<file path="config.mk">
export PLATFORM = sky130hd
export DESIGN_NAME = plc_phaselock_ctrl
export DESIGN_NICKNAME = d
export VERILOG_FILES = /design/src/plc_pkg.sv /design/src/plc_phaselock_ctrl.sv /design/src/plc_sync.sv
export SDC_FILE = /design/constraint.sdc
export NUM_CORES = 1
export LEC_CHECK = 0
export BUFFER_PORTS_ARGS = -buffer_cell sky130_fd_sc_hd__buf_4
export CORE_UTILIZATION = 25
export CTS_CLUSTER_SIZE = 14
export DETAILED_ROUTE_END_ITERATION = 7
export GPL_TIMING_DRIVEN = 0
export PLACE_DENSITY = 0.42
export SLEW_MARGIN = 20
export SYNTH_ARGS = -nofsm -noshare
export SYNTH_HDL_FRONTEND = slang
export SYNTH_SLANG_ARGS = --single-unit
export TNS_END_PERCENT = 100
</file>
<file path="constraint.sdc">
create_clock -name pclk -period 2.2 [get_ports pclk]
set_input_delay 0.22 -clock pclk [delete_from_list [all_inputs] [get_ports pclk]]
set_output_delay 0.22 -clock pclk [all_outputs]
set_load 0.1 [all_outputs]
</file>
<file path="src/plc_pkg.sv">
// Purpose: Shared constants and types for the phaselock control block
// Assumes: pclk at 20 MHz; registers reached over APB with 32-bit data
// Notes:   Talk and listen addresses are register indexes; byte address is four times
package plc_pkg;

    localparam int unsigned CLK_PERIOD_NS     = 50;
    localparam int unsigned SRQ_PULSE_NS      = 35000;
    localparam int unsigned SRQ_PULSE_CYCLES  = (SRQ_PULSE_NS + CLK_PERIOD_NS - 1) / CLK_PERIOD_NS;
    localparam int unsigned LOCK_HOLD_DEFAULT = 2000;

    localparam int unsigned ADDR_W      = 12;
    localparam int unsigned TALK_INDEX  = 8'hF3;
    localparam int unsigned LISTEN_INDEX = 8'h73;
    localparam logic [ADDR_W-1:0] TALK_ADDR   = ADDR_W'(TALK_INDEX * 4);
    localparam logic [ADDR_W-1:0] LISTEN_ADDR = ADDR_W'(LISTEN_INDEX * 4);

    // Written byte fields
    localparam int unsigned SER_DATA_BIT  = 0;
    localparam int unsigned N_LATCH_BIT   = 1;
    localparam int unsigned SEQ_RESET_BIT = 3;
    localparam int unsigned CTL_LATCH_BIT = 4;
    localparam int unsigned CLEAR_BIT     = 5;
    localparam int unsigned SRC_SEL_BIT   = 6;
    localparam int unsigned SER_CLK_BIT   = 7;

    // First readback byte fields
    localparam int unsigned RB_UPPER_BIT = 0;
    localparam int unsigned RB_LOWER_BIT = 1;
    localparam int unsigned RB_LOCK_BIT  = 4;
    localparam int unsigned RB_VALID_BIT = 7;

    localparam int unsigned STAGE_W   = 4;
    localparam int unsigned STAGES    = 5;
    localparam int unsigned COUNT_W   = STAGE_W * STAGES;
    localparam int unsigned PRESC_W   = 5;
    localparam int unsigned OPEN_TAP  = 3;
    localparam int unsigned CLOSE_TAP = 4;
    localparam int unsigned OS_W      = 10;
    localparam int unsigned LOCK_W    = 12;
    localparam int unsigned PIN_COUNT = 9;

    localparam logic [23:0] RB_PAD    = 24'h00_0000;
    localparam logic [31:0] DATA_ZERO = 32'h0000_0000;

    typedef enum logic [2:0] {
        SEQ_STATUS = 3'b001,
        SEQ_MID    = 3'b010,
        SEQ_LOW    = 3'b100
    } plc_seq_type;

    typedef struct packed {
        logic limit_up;
        logic limit_down;
        logic search;
        logic f_error;
        logic alt_source;
        logic ref_tick;
        logic poll_strobe;
        logic address_bit_seven;
        logic d2_in;
    } plc_pins_type;

    typedef struct packed {
        logic                 pready;
        logic [31:0]          prdata;
        logic [7:0]           out_byte;
        logic                 ser_clk;
        logic                 src_sel;
        plc_seq_type          seq;
        logic [PRESC_W-1:0]   presc;
        logic [COUNT_W-1:0]   count;
        logic [OS_W-1:0]      os_cnt;
        logic                 srq_latch;
        logic                 d2_oe;
        logic [LOCK_W-1:0]    lock_cnt;
        logic                 lock;
        logic                 meas_q;
        logic                 ref_q;
        logic                 lim_q;
        logic                 search_q;
        logic                 ab7_q;
    } plc_state_type;

endpackage

</file>
<file path="src/plc_phaselock_ctrl.sv">
// Purpose: Phaselock control board logic behind an APB register port
// Assumes: Inputs are synchronised here; reference arrives as a tick input
// Notes:   Talk reads walk three bytes; listen writes drive the serial lines
`timescale 1ns/10ps
`default_nettype none
//
// Behaviour
// Read only at talk, write only listen
// Limit rise fires 35 us shot, sets request
// Poll with address bit seven pulls D2 low
// Address bit seven low, D2 low cancels
// Limit levels readable in first byte
// Listen write passes byte to outputs
// D0 is serial divider data bit
// D1 drives divider latch; D2 unused
// D3 resets readback sequencer
// D4 strobes error amplifier control word
// D5 clears prescaler and counter
// D6 captured on delayed clock selects source
// D7 is serial clock, delayed after data
// First falling edge starts; eight opens gate
// Sixteenth edge closes gate, sets complete
// Gate open counts reference, 20 bits
// Count held until clear
// Talk reads three bytes, each release advances
// Controller polls complete bit before reading
// Search pulses keep lock low until timeout
// Lock shot active masks limit inputs
// Timeouts counted in clocks; inputs synchronised
// Limit inputs mean coil drive nears range
module plc_phaselock_ctrl
    import plc_pkg::*;
#(
    parameter int unsigned LOCK_HOLD_CYCLES = LOCK_HOLD_DEFAULT
)
(
    input  wire logic              pclk,
    input  wire logic              presetn,
    input  wire logic              psel,
    input  wire logic              penable,
    input  wire logic              pwrite,
    input  wire logic [ADDR_W-1:0] paddr,
    input  wire logic [31:0]       pwdata,
    output var  logic [31:0]       prdata,
    output var  logic              pready,
    output var  logic              pslverr,
    input  wire logic              limit_up,
    input  wire logic              limit_down,
    input  wire logic              search,
    input  wire logic              f_error,
    input  wire logic              alt_source,
    input  wire logic              ref_tick,
    input  wire logic              poll_strobe,
    input  wire logic              address_bit_seven,
    input  wire logic              d2_in,
    output var  logic              d2_out,
    output var  logic              d2_oe,
    output var  logic              srq,
    output var  logic              ser_data,
    output var  logic              ser_clk,
    output var  logic              n_latch,
    output var  logic              ctl_latch,
    output var  logic              src_sel,
    output var  logic              lock,
    output var  logic              count_valid
);

    plc_state_type        s_reg;
    plc_state_type        s_next;
    plc_pins_type         pins_raw;
    plc_pins_type         pins;
    logic [COUNT_W-1:0]   count_inc;
    logic [STAGES:0]      carry;
    logic                 setup;
    logic                 done;
    logic                 talk_sel;
    logic                 listen_sel;
    logic                 clr;
    logic                 gate_open_tap;
    logic                 gate_close_tap;
    logic                 meas;
    logic                 lim_m;
    logic                 trig;
    logic                 cancel;
    logic                 fire;
    logic                 talk_rd;
    logic                 listen_wr;
    logic [7:0]           rb;

    function automatic logic addr_match(input logic [ADDR_W-1:0] a,
                                        input logic [ADDR_W-1:0] b);
        addr_match = (a == b);
    endfunction

    assign pins_raw = '{limit_up: limit_up, limit_down: limit_down, search: search,
                        f_error: f_error, alt_source: alt_source, ref_tick: ref_tick,
                        poll_strobe: poll_strobe, address_bit_seven: address_bit_seven,
                        d2_in: d2_in};

    plc_sync u_sync (
        .pclk     (pclk),
        .presetn  (presetn),
        .async_in (pins_raw),
        .sync_out (pins)
    );

    // Five four-bit counter stages with ripple carry
    assign carry[0] = 1'b1;
    genvar g;
    generate
        for (g = 0; g < STAGES; g++) begin : g_stage
            assign count_inc[g*STAGE_W +: STAGE_W] = carry[g] ?
                s_reg.count[g*STAGE_W +: STAGE_W] + 4'h1 :
                s_reg.count[g*STAGE_W +: STAGE_W];
            assign carry[g+1] = carry[g] & (&s_reg.count[g*STAGE_W +: STAGE_W]);
        end
    endgenerate

    assign setup          = psel & ~penable & ~s_reg.pready;
    assign done           = psel & penable & s_reg.pready;
    assign talk_sel       = addr_match(paddr, TALK_ADDR);
    assign listen_sel     = addr_match(paddr, LISTEN_ADDR);
    assign clr            = s_reg.out_byte[CLEAR_BIT];
    assign gate_open_tap  = s_reg.presc[OPEN_TAP];
    assign gate_close_tap = s_reg.presc[CLOSE_TAP];
    assign meas           = s_reg.src_sel ? pins.f_error : pins.alt_source;
    assign lim_m          = (pins.limit_up | pins.limit_down) & s_reg.lock;
    assign trig           = lim_m & ~s_reg.lim_q;
    assign cancel         = s_reg.srq_latch & s_reg.ab7_q & ~pins.address_bit_seven
                            & ~pins.d2_in;
    assign fire           = trig & (s_reg.os_cnt == '0);
    assign talk_rd        = done & ~pwrite & talk_sel;
    assign listen_wr      = done & pwrite & listen_sel;

    // Readback byte for the current sequencer step
    always_comb begin
        rb = 8'h00;
        case (s_reg.seq)
            SEQ_STATUS: begin
                rb[RB_UPPER_BIT] = pins.limit_up;
                rb[RB_LOWER_BIT] = pins.limit_down;
                rb[RB_LOCK_BIT]  = s_reg.lock;
                rb[RB_VALID_BIT] = gate_close_tap;
                rb[3:2]          = s_reg.count[17:16];
                rb[6:5]          = s_reg.count[19:18];
            end
            SEQ_MID: begin
                rb = s_reg.count[15:8];
            end
            SEQ_LOW: begin
                rb = s_reg.count[7:0];
            end
            default: begin
                rb = 8'h00;
            end
        endcase
    end

    always_comb begin
        s_next = s_reg;
        // APB: one wait-free access phase, answer registered in setup
        if (setup) begin
            s_next.pready = 1'b1;
            s_next.prdata = (!pwrite && talk_sel) ? {RB_PAD, rb} : DATA_ZERO;
        end else if (done) begin
            s_next.pready = 1'b0;
            s_next.prdata = DATA_ZERO;
        end
        if (listen_wr) begin
            s_next.out_byte = pwdata[7:0];
        end
        s_next.ser_clk = s_reg.out_byte[SER_CLK_BIT];
        if (s_reg.out_byte[SER_CLK_BIT] && !s_reg.ser_clk) begin
            s_next.src_sel = s_reg.out_byte[SRC_SEL_BIT];
        end
        // Readback sequencer
        if (s_reg.out_byte[SEQ_RESET_BIT]) begin
            s_next.seq = SEQ_STATUS;
        end else if (talk_rd) begin
            case (s_reg.seq)
                SEQ_STATUS: s_next.seq = SEQ_MID;
                SEQ_MID:    s_next.seq = SEQ_LOW;
                SEQ_LOW:    s_next.seq = SEQ_STATUS;
                default:    s_next.seq = SEQ_STATUS;
            endcase
        end
        // Prescaler and reference counter
        s_next.meas_q = meas;
        s_next.ref_q  = pins.ref_tick;
        if (clr) begin
            s_next.presc = '0;
            s_next.count = '0;
        end else begin
            if (s_reg.meas_q && !meas && !gate_close_tap) begin
                s_next.presc = s_reg.presc + 5'h01;
            end
            if (gate_open_tap && !gate_close_tap && pins.ref_tick && !s_reg.ref_q) begin
                s_next.count = count_inc;
            end
        end
        // Lock sensor, retriggerable
        s_next.search_q = pins.search;
        if (pins.search && !s_reg.search_q) begin
            s_next.lock_cnt = LOCK_W'(LOCK_HOLD_CYCLES);
        end else if (s_reg.lock_cnt != '0) begin
            s_next.lock_cnt = s_reg.lock_cnt - 12'h001;
        end
        s_next.lock = (s_next.lock_cnt == '0);
        // Service request
        s_next.lim_q = lim_m;
        s_next.ab7_q = pins.address_bit_seven;
        if (fire) begin
            s_next.os_cnt = OS_W'(SRQ_PULSE_CYCLES);
        end else if (s_reg.os_cnt != '0) begin
            s_next.os_cnt = s_reg.os_cnt - 10'h001;
        end
        // A trigger inside a running shot does not set the latch again
        if (fire) begin
            s_next.srq_latch = 1'b1;
        end else if (cancel) begin
            s_next.srq_latch = 1'b0;
        end
        s_next.d2_oe = s_next.srq_latch & pins.poll_strobe & pins.address_bit_seven;
    end

    always_ff @(posedge pclk or negedge presetn) begin
        if (!presetn) begin
            s_reg          <= '0;
            s_reg.seq      <= SEQ_STATUS;
            s_reg.lock     <= 1'b1;
        end else begin
            s_reg <= s_next;
        end
    end

    always_ff @(posedge pclk or negedge presetn) begin
        if (!presetn) begin
            pslverr <= 1'b0;
            d2_out  <= 1'b0;
        end else begin
            pslverr <= 1'b0;
            d2_out  <= 1'b0;
        end
    end

    // Outputs straight from state flops
    assign prdata      = s_reg.prdata;
    assign pready      = s_reg.pready;
    assign d2_oe       = s_reg.d2_oe;
    assign srq         = s_reg.srq_latch;
    assign ser_data    = s_reg.out_byte[SER_DATA_BIT];
    assign ser_clk     = s_reg.ser_clk;
    assign n_latch     = s_reg.out_byte[N_LATCH_BIT];
    assign ctl_latch   = s_reg.out_byte[CTL_LATCH_BIT];
    assign src_sel     = s_reg.src_sel;
    assign lock        = s_reg.lock;
    assign count_valid = s_reg.presc[CLOSE_TAP];
endmodule
`default_nettype wire

</file>
<file path="src/plc_sync.sv">
// Purpose: Two-stage synchroniser for the asynchronous pin inputs
// Assumes: One clock domain, pclk
// Notes:   Only the second stage leaves this module
`timescale 1ns/10ps
`default_nettype none
module plc_sync
    import plc_pkg::*;
(
    input  wire logic                 pclk,
    input  wire logic                 presetn,
    input  wire logic [PIN_COUNT-1:0] async_in,
    output var  logic [PIN_COUNT-1:0] sync_out
);

    logic [PIN_COUNT-1:0] meta_reg;

    genvar g;
    generate
        for (g = 0; g < PIN_COUNT; g++) begin : g_bit
            always_ff @(posedge pclk or negedge presetn) begin
                if (!presetn) begin
                    meta_reg[g] <= 1'b0;
                    sync_out[g] <= 1'b0;
                end else begin
                    meta_reg[g] <= async_in[g];
                    sync_out[g] <= meta_reg[g];
                end
            end
        end
    endgenerate

endmodule
`default_nettype wire

</file>
Yosys cells after proc, flatten, opt, wreduce, memory -nomap -nowiden
Index checks and enable logic that the tools add are counted.
Word-level totals
  word-level logic and storage cells: 135
  input bits: 58
  output and inout bits: 44
  register bits: 119
Operators by class
  bitwise gates (word level): 26
  eq/ne operators: 5
  add/sub/neg operators: 8
  reductions and logical operators: 35
  multiplexer cells: 21
Operators with widths (count)
  two-way mux 33 bit: 2
  two-way mux 25 bit: 1
  two-way mux 12 bit: 2
  one-hot mux 8 bit (3 select lines): 1
  adder 4 x 1 -> 4 bit, second input constant: 5
  two-way mux 10 bit: 2
  two-way mux 20 bit: 1
  bitwise AND 1 bit: 19
  nonzero test 2 bit: 9
  two-way mux 4 bit: 4
  AND reduction 4 bit: 4
  equality test 12 x 10 -> 1 bit, second input constant: 1
  equality test 12 x 9 -> 1 bit, second input constant: 1
  zero test 12 bit: 1
  nonzero test 12 bit: 1
  subtractor 12 x 1 -> 12 bit, second input constant: 1
  zero test 10 bit: 1
  nonzero test 10 bit: 1
  subtractor 10 x 1 -> 10 bit, second input constant: 1
  logical AND 1 bit: 8
  two-way mux 8 bit: 1
  AND reduction 2 bit: 4
  zero test 1 bit: 6
  two-way mux 3 bit: 2
  other kinds (9): 16

Depth between registers and ports, before layout
Gate-level depths: netlist of run 1.
  word-level depth: 7
  mapped depth: 8
  depth with buffers taken out: 7

Cells and area by module
A second synthesis of run 1 with hierarchy kept.
Second synthesis, totals
  cell total of the unflattened synthesis: 418
  area total of the unflattened synthesis: 4438.0 um^2
By module, submodules not included
  plc_phaselock_ctrl: times used 1, area each 3987.6 um^2, sequential area each 1904.3 um^2, cells each 400
  plc_sync: times used 1, area each 450.4 um^2, sequential area each 450.4 um^2, cells each 18

Least setup slack after synthesis of run 1
OpenSTA, ideal clock, no wires.
  path type: flip-flop to flip-flop
  start point: reg s_reg (netlist bit count_valid)
  end point: reg s_reg[41] (netlist name)
  data required time: 2.122 ns
  cell stages (with the launch flop): 7
  period minus slack after synthesis: 2.377 ns
  buffers on the path: 1
  arrival time: 2.300 ns
  slack: -0.177 ns
  library setup time: 0.078 ns
  cells stage by stage: dfrtp_1 -> and4bb_2 -> and4_1 -> buf_2 -> nand3_1 -> or3_1 -> a21oi_1
Between the ends
  word-level cells in the longest chain between the ends: 6
Ends and longest elaborated chain
  start, declared: RTL line plc_phaselock_ctrl.sv:68  | plc_state_type s_reg;
  start signal, assigned: RTL line plc_phaselock_ctrl.sv:232  | s_reg <= s_next;
  zero test 1 bit: RTL line plc_phaselock_ctrl.sv:197  | if (gate_open_tap && !gate_close_tap && pins.ref_tick && !s_reg.ref_q) begin
  logical AND 1 bit (3 in a row): RTL line plc_phaselock_ctrl.sv:197
  nonzero test 2 bit (no line)
  AND reduction 2 bit (no line)
Every way passes these cells.
A chain may end at the register's enable or synchronous reset.

==> results, run 1 <==
- The analysis attributes to net switching a power of 1.56 mW.
- For the worst setup path, the data required time is 2500 ps.
- The startpoint identified for the worst register-to-register timing path is s_reg[7].
- The length of the first detailed-routing pass in iterations is 4.
- Setup violations remaining at the end of the flow were counted as 0.
- The logic gate share of total power is 20.2%.
- The core footprint is 0.0173 mm².
- The launch point of the worst hold path is penable.
- The wire length of the first global-routing pass is 15200 µm.
- The yosys synthesis warning count is 0.
- In this run the worst path has a maximum fanout of 5.
- Total power for the finished layout comes to 5.08 mW.
- Tracing the worst setup path back leads to its startpoint at s_reg[7].
- The number of max-cap violations is 0.
- The share of power burned in the clock network is 36.4%.
- Counting every instance in the synthesized netlist gives 418.
- After global routing the overflow that remains totals 0.
- Registers take 0.00236 mm².
- The top flip-flop cell by instance count after synthesis is sky130_fd_sc_hd__dfrtp_1.
- The initial core utilization is 25.7%.
- The maximum ir drop on the vdd rail is 430 µV.
- Setup slack closes at 18.3 ps.
- Once detailed placement completed, the half-perimeter wirelength came to 6230 µm.
- The maximum number of pins on one net before global-route repair is 95.
- The growth of design area from synthesis to finish is 28.3%.
- The routed design could run at a clock period as short as 2180 ps.
- In the layout the commonest cells are sky130_fd_sc_hd__dfrtp_1, sky130_fd_sc_hd__buf_4, sky130_fd_sc_hd__nor2_1, sky130_fd_sc_hd__conb_1.
- The fraction of registers with async set or reset after synthesis is 100%.
- The path class of the lowest-slack min-delay path is in -> reg.
- The floorplan die area is 0.0183 mm².
- The worst stage delay on the critical path is 510 ps.
- The leakage dissipation is 2.68 nW.
- The number of antenna violations at the first check in global routing was 0.
- After filler insertion, the fill cell instance count of the layout stands at 1765.
- With fillers left out, the area of the finished cells amounts to 0.00569 mm².
- The register with the most flip-flops in the layout has 55 of them.
- The initial DRC count is 136.
- Clock latency on the worst-skew pair, taken at its later pin, is 350 ps.
- The portion of total power attributed to sequential cells is 43.3%.
- The total of buffers placed on input and output ports is 50.
- The number of synthesized flops with an enable pin is 0.
- The number of buffers created by CTS is 9.
- STA classifies the critical path startpoint as a flip-flop.
- The via count is 3174.
- For the final database, setup skew stands at 7.88 ps.
- Dividing the detail-routed via count by the number of cells gives 4.26.
- The number of hold-slack violations in the final timing report is 0.
- The commonest non-fill, non-tap cell in the layout is sky130_fd_sc_hd__dfrtp_1.
- The endpoint kind of the worst setup timing path is a flip-flop.
- In this run, synthesis produced a sequential element count of 94.
- The run finished with clean final reports.
- Of the cells placed in the final design, the portion with a size suffix greater than 1 is 25.2%.
- For this run, the top clock speed supported by timing is 458 MHz.
- The number of nets at the end of the flow is 583.
- 0 antenna diodes ended up in the layout.
- Clock-pin slew was measured on the worst setup and hold paths at 70 ps.
- At the pin with the least slew margin, the transition time is 876 ps.
- The post-detailed-route wirelength per cell is 12.1 µm.
- From bottom edge to top edge, the die measures 135 µm.
- The data arrival time of the critical path is 2480 ps.
- Wires add up to 9040 µm.
- In the routed design, unresolved DRC markers number 0.
- The worst relative slew slack is 41.6%.
- The number of unique standard cell types used by synthesis is 59.
- Each instance of the synthesized netlist takes up on average 10.6 µm².
- The via count of the first global-routing pass was 3197.
- In the finished design, the share of the clock period the worst path needs comes to 99.2%.
- Walking the worst path, the cells encountered are inv_1, ha_1, or4b_4, o41ai_2, a21oi_1, a211oi_1, and4_1.
- Clock tree synthesis selected as its root buffer the cell sky130_fd_sc_hd__clkbuf_16.
- The total power per unit cell area is 893 mW/mm².
- The final weighted congestion in routability-driven placement is 0.745.
- The total routing resource utilization after global routing is 10.7%.
- Of the total power, the share spent switching nets is 30.6%.
- The max-slew violation count is 0.
- The total number of placement rows is 48.
- The worst slack after detailed placement is -197 ps.
- Cell internal power was estimated by the tool at 3.53 mW.
- CTS saw 94 sinks.
- The floorplan step set the die width to 135 µm.
- The clock tree from TritonCTS is built.
- The cell at the slowest stage of the critical path is sky130_fd_sc_hd__or4b_4.
- The worst setup path is of the reg -> reg kind.
- The placed instances occupy a cell area of 0.00519 mm².
- The total number of H-tree levels is 3.
- The detail route stage leaves a number of antenna-violating nets equal to 0.
- The top-level port count is 102.
- After synthesis, flip-flops and latches occupy 53.1% of the total area.
- The post-synthesis instance area is 0.00444 mm².
- In the final layout, the multi-input gates occupy 0.00185 mm².
- Counting along the longest clock path gives a buffer depth of 2.
synth_stat cells, types with 2 or more instances:
master / number / area [µm²]
sky130_fd_sc_hd__nor4_1: 3 / 18.8
sky130_fd_sc_hd__or3_1: 7 / 43.8
sky130_fd_sc_hd__a21o_1: 2 / 15.0
sky130_fd_sc_hd__a211oi_1: 2 / 15.0
sky130_fd_sc_hd__o211ai_1: 2 / 15.0
sky130_fd_sc_hd__a21oi_1: 23 / 115
sky130_fd_sc_hd__nand4_1: 5 / 31.3
sky130_fd_sc_hd__nor2b_1: 8 / 50.1
sky130_fd_sc_hd__nor3_1: 8 / 40.0
sky130_fd_sc_hd__and3_1: 6 / 37.5
sky130_fd_sc_hd__nor2_1: 42 / 158
sky130_fd_sc_hd__dfstp_2: 2 / 52.6
sky130_fd_sc_hd__o31ai_1: 5 / 37.5
sky130_fd_sc_hd__or4_1: 2 / 15.0
sky130_fd_sc_hd__inv_1: 10 / 37.5
sky130_fd_sc_hd__nand2b_1: 3 / 18.8
sky130_fd_sc_hd__nand3b_1: 2 / 15.0
sky130_fd_sc_hd__o21a_1: 2 / 15.0
sky130_fd_sc_hd__buf_4: 36 / 270
sky130_fd_sc_hd__clkbuf_1: 10 / 37.5
sky130_fd_sc_hd__xnor2_1: 6 / 52.6
sky130_fd_sc_hd__mux2i_1: 12 / 120
sky130_fd_sc_hd__nand3_1: 9 / 45.0
sky130_fd_sc_hd__or3b_2: 2 / 17.5
sky130_fd_sc_hd__dfrtp_1: 92 / 2300
sky130_fd_sc_hd__a22oi_1: 8 / 60.1
sky130_fd_sc_hd__and4_1: 2 / 17.5
sky130_fd_sc_hd__o21ai_0: 23 / 115
sky130_fd_sc_hd__mux2_2: 9 / 101
sky130_fd_sc_hd__ha_1: 10 / 125
sky130_fd_sc_hd__nand2_1: 22 / 82.6
sky130_fd_sc_hd__xor2_1: 12 / 105
sky130_fd_sc_hd__nor4b_1: 2 / 17.5
sky130_fd_sc_hd__and2_1: 4 / 25.0
stage by stage:
stage / std cells / util (%) / setup TNS, ps / hold slack, ps
floorplan: 443 / - / 0 / -75.6
global placement: 718 / 30.0 / -315 / 330
detailed placement: 718 / 30.0 / -275 / 331
CTS: 744 / 32.8 / 0 / 45.6
global route: 745 / 32.9 / -65.6 / 58.7
finish: 745 / 32.9 / 0 / 64.7
worst max-delay path: cells and delay by family (launching register included):
kind            cells  cell delay [ps]
flops               1              390
buf+inv             1              100
compound gates      3              710
simple gates        2              740
fa+ha+maj           1              190
path summary, 6_finish.rpt:
kind | slack, ps | end | cells past startpoint
min in group asynchronous | 510 | pready | 2
hold / removal | 60 | pready | 2
max in group asynchronous | 1070 | count_valid | 2
hold reg to reg | 350 | u_sync.sync_out[6] | 0
setup / recovery | 20 | lock | 7
setup reg to reg | 20 | lock | 7
layout make-up:
cell class,count,area share [%]
multi-input combinational,292,32.6
sequential,94,41.4
tap,225,4.94
timing repair buffer,63,8.81
buffer,45,5.41
clock inverter,6,2.04
clock buffer,10,4.20
inverter,10,0.659
power by group through the flow:
stage          Sequential [mW]  Clock, mW  Combinational (mW)
2_1_floorplan             2.24          0               0.713
3_3_place_gp              2.23          0               0.962
3_5_place_dp              2.23          0               0.976
4_1_cts                   2.20       1.93                1.01
5_1_grt                   2.25       1.98                1.14
6_report                  2.20       1.85                1.03
per-layer routing:
metal / part of all wire (%) / global-route usage [%] / vias to the layer above
met5: 0 / 0 / -
met4: 1.7 / 4.49 / 0
met3: 3.9 / 3.11 / 11
met2: 47 / 16.9 / 48
met1: 47 / 13.6 / 1511
li1: - / - / 1604
what timing repair did:
item / 4_1_cts / 5_1_grt
pin swaps: 0 / 0
resized for setup: 3 / 5
hold endpoints to repair: 10 / 0
hold buffers: 10 / 0
setup endpoints to repair: 2 / 2
setup buffers: 1 / 2
cell families (layout without fill, tap and decap cells):
logic type	after synthesis	after routing	synth area share [%]
flip-flops	94	94	53.1
buffers and inverters	57	134	7.89
XOR/XNOR	18	18	3.55
AND/OR/NAND/NOR	139	139	16.8
multiplexers	21	21	4.99
adder cells (fa/ha/maj)	10	10	2.82
other	1	26	0.0845
AO/OA/AOI/OAI	78	78	10.8
No activity file was read; power rests on OpenSTA's default activity.
==> inputs of run 2 (changes only) <==
Settings changed: GPL_TIMING_DRIVEN 0 to default, REMOVE_ABC_BUFFERS from default to 1.
==> results, run 2 (same netlist as run 1, synthesis figures left out) <==
- The slew at the pin with the worst max-slew slack was 607 ps (was 876 ps).
- The required time of the critical path is 2490 ps (was 2500 ps).
- The cell at the slowest stage of the critical path is sky130_fd_sc_hd__dfrtp_1 (was sky130_fd_sc_hd__or4b_4).
- The worst hold slack across all endpoints is 67.2 ps (was 64.7 ps).
- The maximum number of pins on one net before global-route repair is 35 (was 95).
- The cell class contributing the biggest share of worst-path delay is simple AND/OR/NAND/NOR gates (unchanged).
- The post-route clock period utilization is 98.0% (was 99.2%).
- The fmax is 464 MHz (was 458 MHz).
- Result of the run: finished clean (unchanged).
- The clock transition at the registers of the reported paths was 70 ps (about the same).
- The top-level port count came to 102 (unchanged).
- The path class of the lowest-slack min-delay path is in -> reg (unchanged).
- Commonest cells after routing, fill and taps aside: sky130_fd_sc_hd__dfrtp_1, sky130_fd_sc_hd__buf_4, sky130_fd_sc_hd__nor2_1, sky130_fd_sc_hd__conb_1 (unchanged).
- The buffering stage count on the worst path with inverters included came to 2 (was 1).
- The root buffer selected by CTS was sky130_fd_sc_hd__clkbuf_16 (unchanged).
- The shortest clock period the worst path allows after layout is 2160 ps (was 2180 ps).
- The remaining antenna violation count was 0 (unchanged).
- The number of nets at the end of the flow is 562 (was 583).
- The launch point of the worst hold path is penable (unchanged).
- The count of endpoints failing setup in the final report is 0 (unchanged).
- The initial core utilization came to 25.7% (unchanged).
- The final-layout fill cell count was 1783 (was 1765).
- The first element of the critical path is s_reg[7] (unchanged).
- Setup repair after global routing could not meet its margin everywhere.
- The total of buffers placed on input and output ports is 50 (unchanged).
- The final wirelength came to 8830 µm (was 9040 µm).
- The final instance count without filler cells is 724 (was 745).
- The wire length of the first global-routing pass is 14800 µm (was 15200 µm).
- The number of antenna violations at the first check in global routing came to 0 (unchanged).
- The worst slack after detailed placement came to -47.7 ps (was -197 ps).
- The launch point of the worst reg-to-reg path is s_reg[7] (unchanged).
- The post-detailed-route wirelength per cell was 12.2 µm (was 12.1 µm).
- The number of max-cap violations came to 0 (unchanged).
- The core footprint is 0.0173 mm² (unchanged).
- The fraction of layout instances using a drive strength above 1 came to 23.6% (was 25.2%).
- The total number of placement rows is 48 (unchanged).
- The growth of design area from synthesis to finish is 24.3% (was 28.3%).
- The flip-flop count of the largest register after layout is 55 (unchanged).
- The leftover overflow at the end of global routing is 0 (unchanged).
- The register cell area after layout is 0.00235 mm² (was 0.00236 mm²).
- The x dimension of the die is 135 µm (unchanged).
- The worst-case clock buffer depth came to 2 (unchanged).
- The length of the first detailed-routing pass in iterations is 4 (unchanged).
- The total number of H-tree levels is 3 (unchanged).
- Cells traversed along the worst timing path: inv_2, buf_6, ha_4, or3b_4, or2_4, a211o_1, nor4b_2, and4_1 (was inv_1, ha_1, or4b_4, o41ai_2, a21oi_1, a211oi_1, and4_1).
- The number of vias per cell is 4.34 (was 4.26).
- The largest fanout on the critical path is 3 (was 5).
- The clock tree from TritonCTS is built (unchanged).
- The number of buffers created by CTS is 9 (unchanged).
- The leakage dissipation came to 2.56 nW (was 2.68 nW).
- The final weighted congestion in routability-driven placement is 0.771 (was 0.745).
- The number of remaining DRC errors is 0 (unchanged).
- The floorplan die area came to 0.0183 mm² (unchanged).
- The maximum ir drop on the vdd rail came to 371 µV (was 430 µV).
- The antenna diode count was 0 (unchanged).
- The worst relative slew slack came to 59.4% (was 41.6%).
- The cell count after placement is 697 (was 718).
- The via count is 3141 (was 3174).
- The number of hold-slack violations in the final timing report is 0 (unchanged).
- The clock skew is 9.15 ps (was 7.88 ps).
- The initial DRC count is 144 (was 136).
- The type of the worst setup path was reg -> reg (unchanged).
- The latest clock arrival within the worst-skew pair was 350 ps (about the same).
- The type of origin of the critical path is a flip-flop (unchanged).
- The total routing resource utilization after global routing is 10.4% (was 10.7%).
- The post-detailed-placement half-perimeter wirelength is 6430 µm (was 6230 µm).
- The endpoint kind of the worst setup timing path is a flip-flop (unchanged).
- The data arrival time of the critical path was 2450 ps (was 2480 ps).
- The max-slew violation count is 0 (unchanged).
- The multi-input logic area is 0.00186 mm² (was 0.00185 mm²).
- The worst stage delay on the critical path is 390 ps (was 510 ps).
- The via count of the first global-routing pass came to 3070 (was 3197).
- The worst setup slack after layout is 43.5 ps (was 18.3 ps).
- The total power per unit cell area was 874 mW/mm² (was 893 mW/mm²).
- The die height came to 135 µm (unchanged).
- The clock net sink count is 94 (unchanged).
- The commonest non-fill, non-tap cell in the layout is sky130_fd_sc_hd__dfrtp_1 (unchanged).
## run 2: worst paths after layout
path                       slack (ps)  cells after the start                  to
setup / recovery                   40                      8                lock
hold / removal                     70                      2              pready
setup reg to reg                   40                      8                lock
hold reg to reg                   350                      0  u_sync.sync_out[7]
max in group asynchronous        1180                      3           s_reg[55]
min in group asynchronous         370                      2              pready
## run 2: metal layers
layer | track usage [%] | vias up | part of all wire [%]
li1 | - | 1563 | -
met1 | 13.4 | 1509 | 47
met2 | 16.3 | 53 | 47
met3 | 2.69 | 16 | 3.1
met4 | 4.68 | 0 | 2.0
met5 | 0 | - | 0
## run 2: stage by stage
stage | total power, mW | TNS (ps) | area [µm²] | utilization, %
floorplan | 2.89 | -947 | 4220 | -
global placement | 3.27 | 0 | 5080 | 29.4
detailed placement | 3.29 | -47.7 | 5080 | 29.4
CTS | 4.86 | 0 | 5480 | 31.7
global route | 5.11 | -49.9 | 5520 | 31.9
finish | 4.82 | 0 | 5520 | 31.9
## run 2: layout make-up
class	instances	area share, %
Sequential cell	94	42.7
Multi-Input combinational cell	292	33.7
Timing Repair Buffer	87	12.7
Tap cell	225	5.10
Clock buffer	9	4.08
Clock inverter	7	1.04
Inverter	10	0.680
## run 2: repair_timing
action,CTS,global route
hold buffers,10,0
buffers inserted,0,1
resized for setup,2,9
setup endpoints to repair,1,2
endpoints found under the hold margin,36,0
pin swaps,0,4
## run 2: where the power goes
| part | internal, mW | switching [mW] | total [mW] |
|---|---|---|---|
| logic | 0.473 | 0.677 | 1.15 |
| registers | 1.96 | 0.206 | 2.17 |
| clock network | 0.783 | 0.720 | 1.50 |
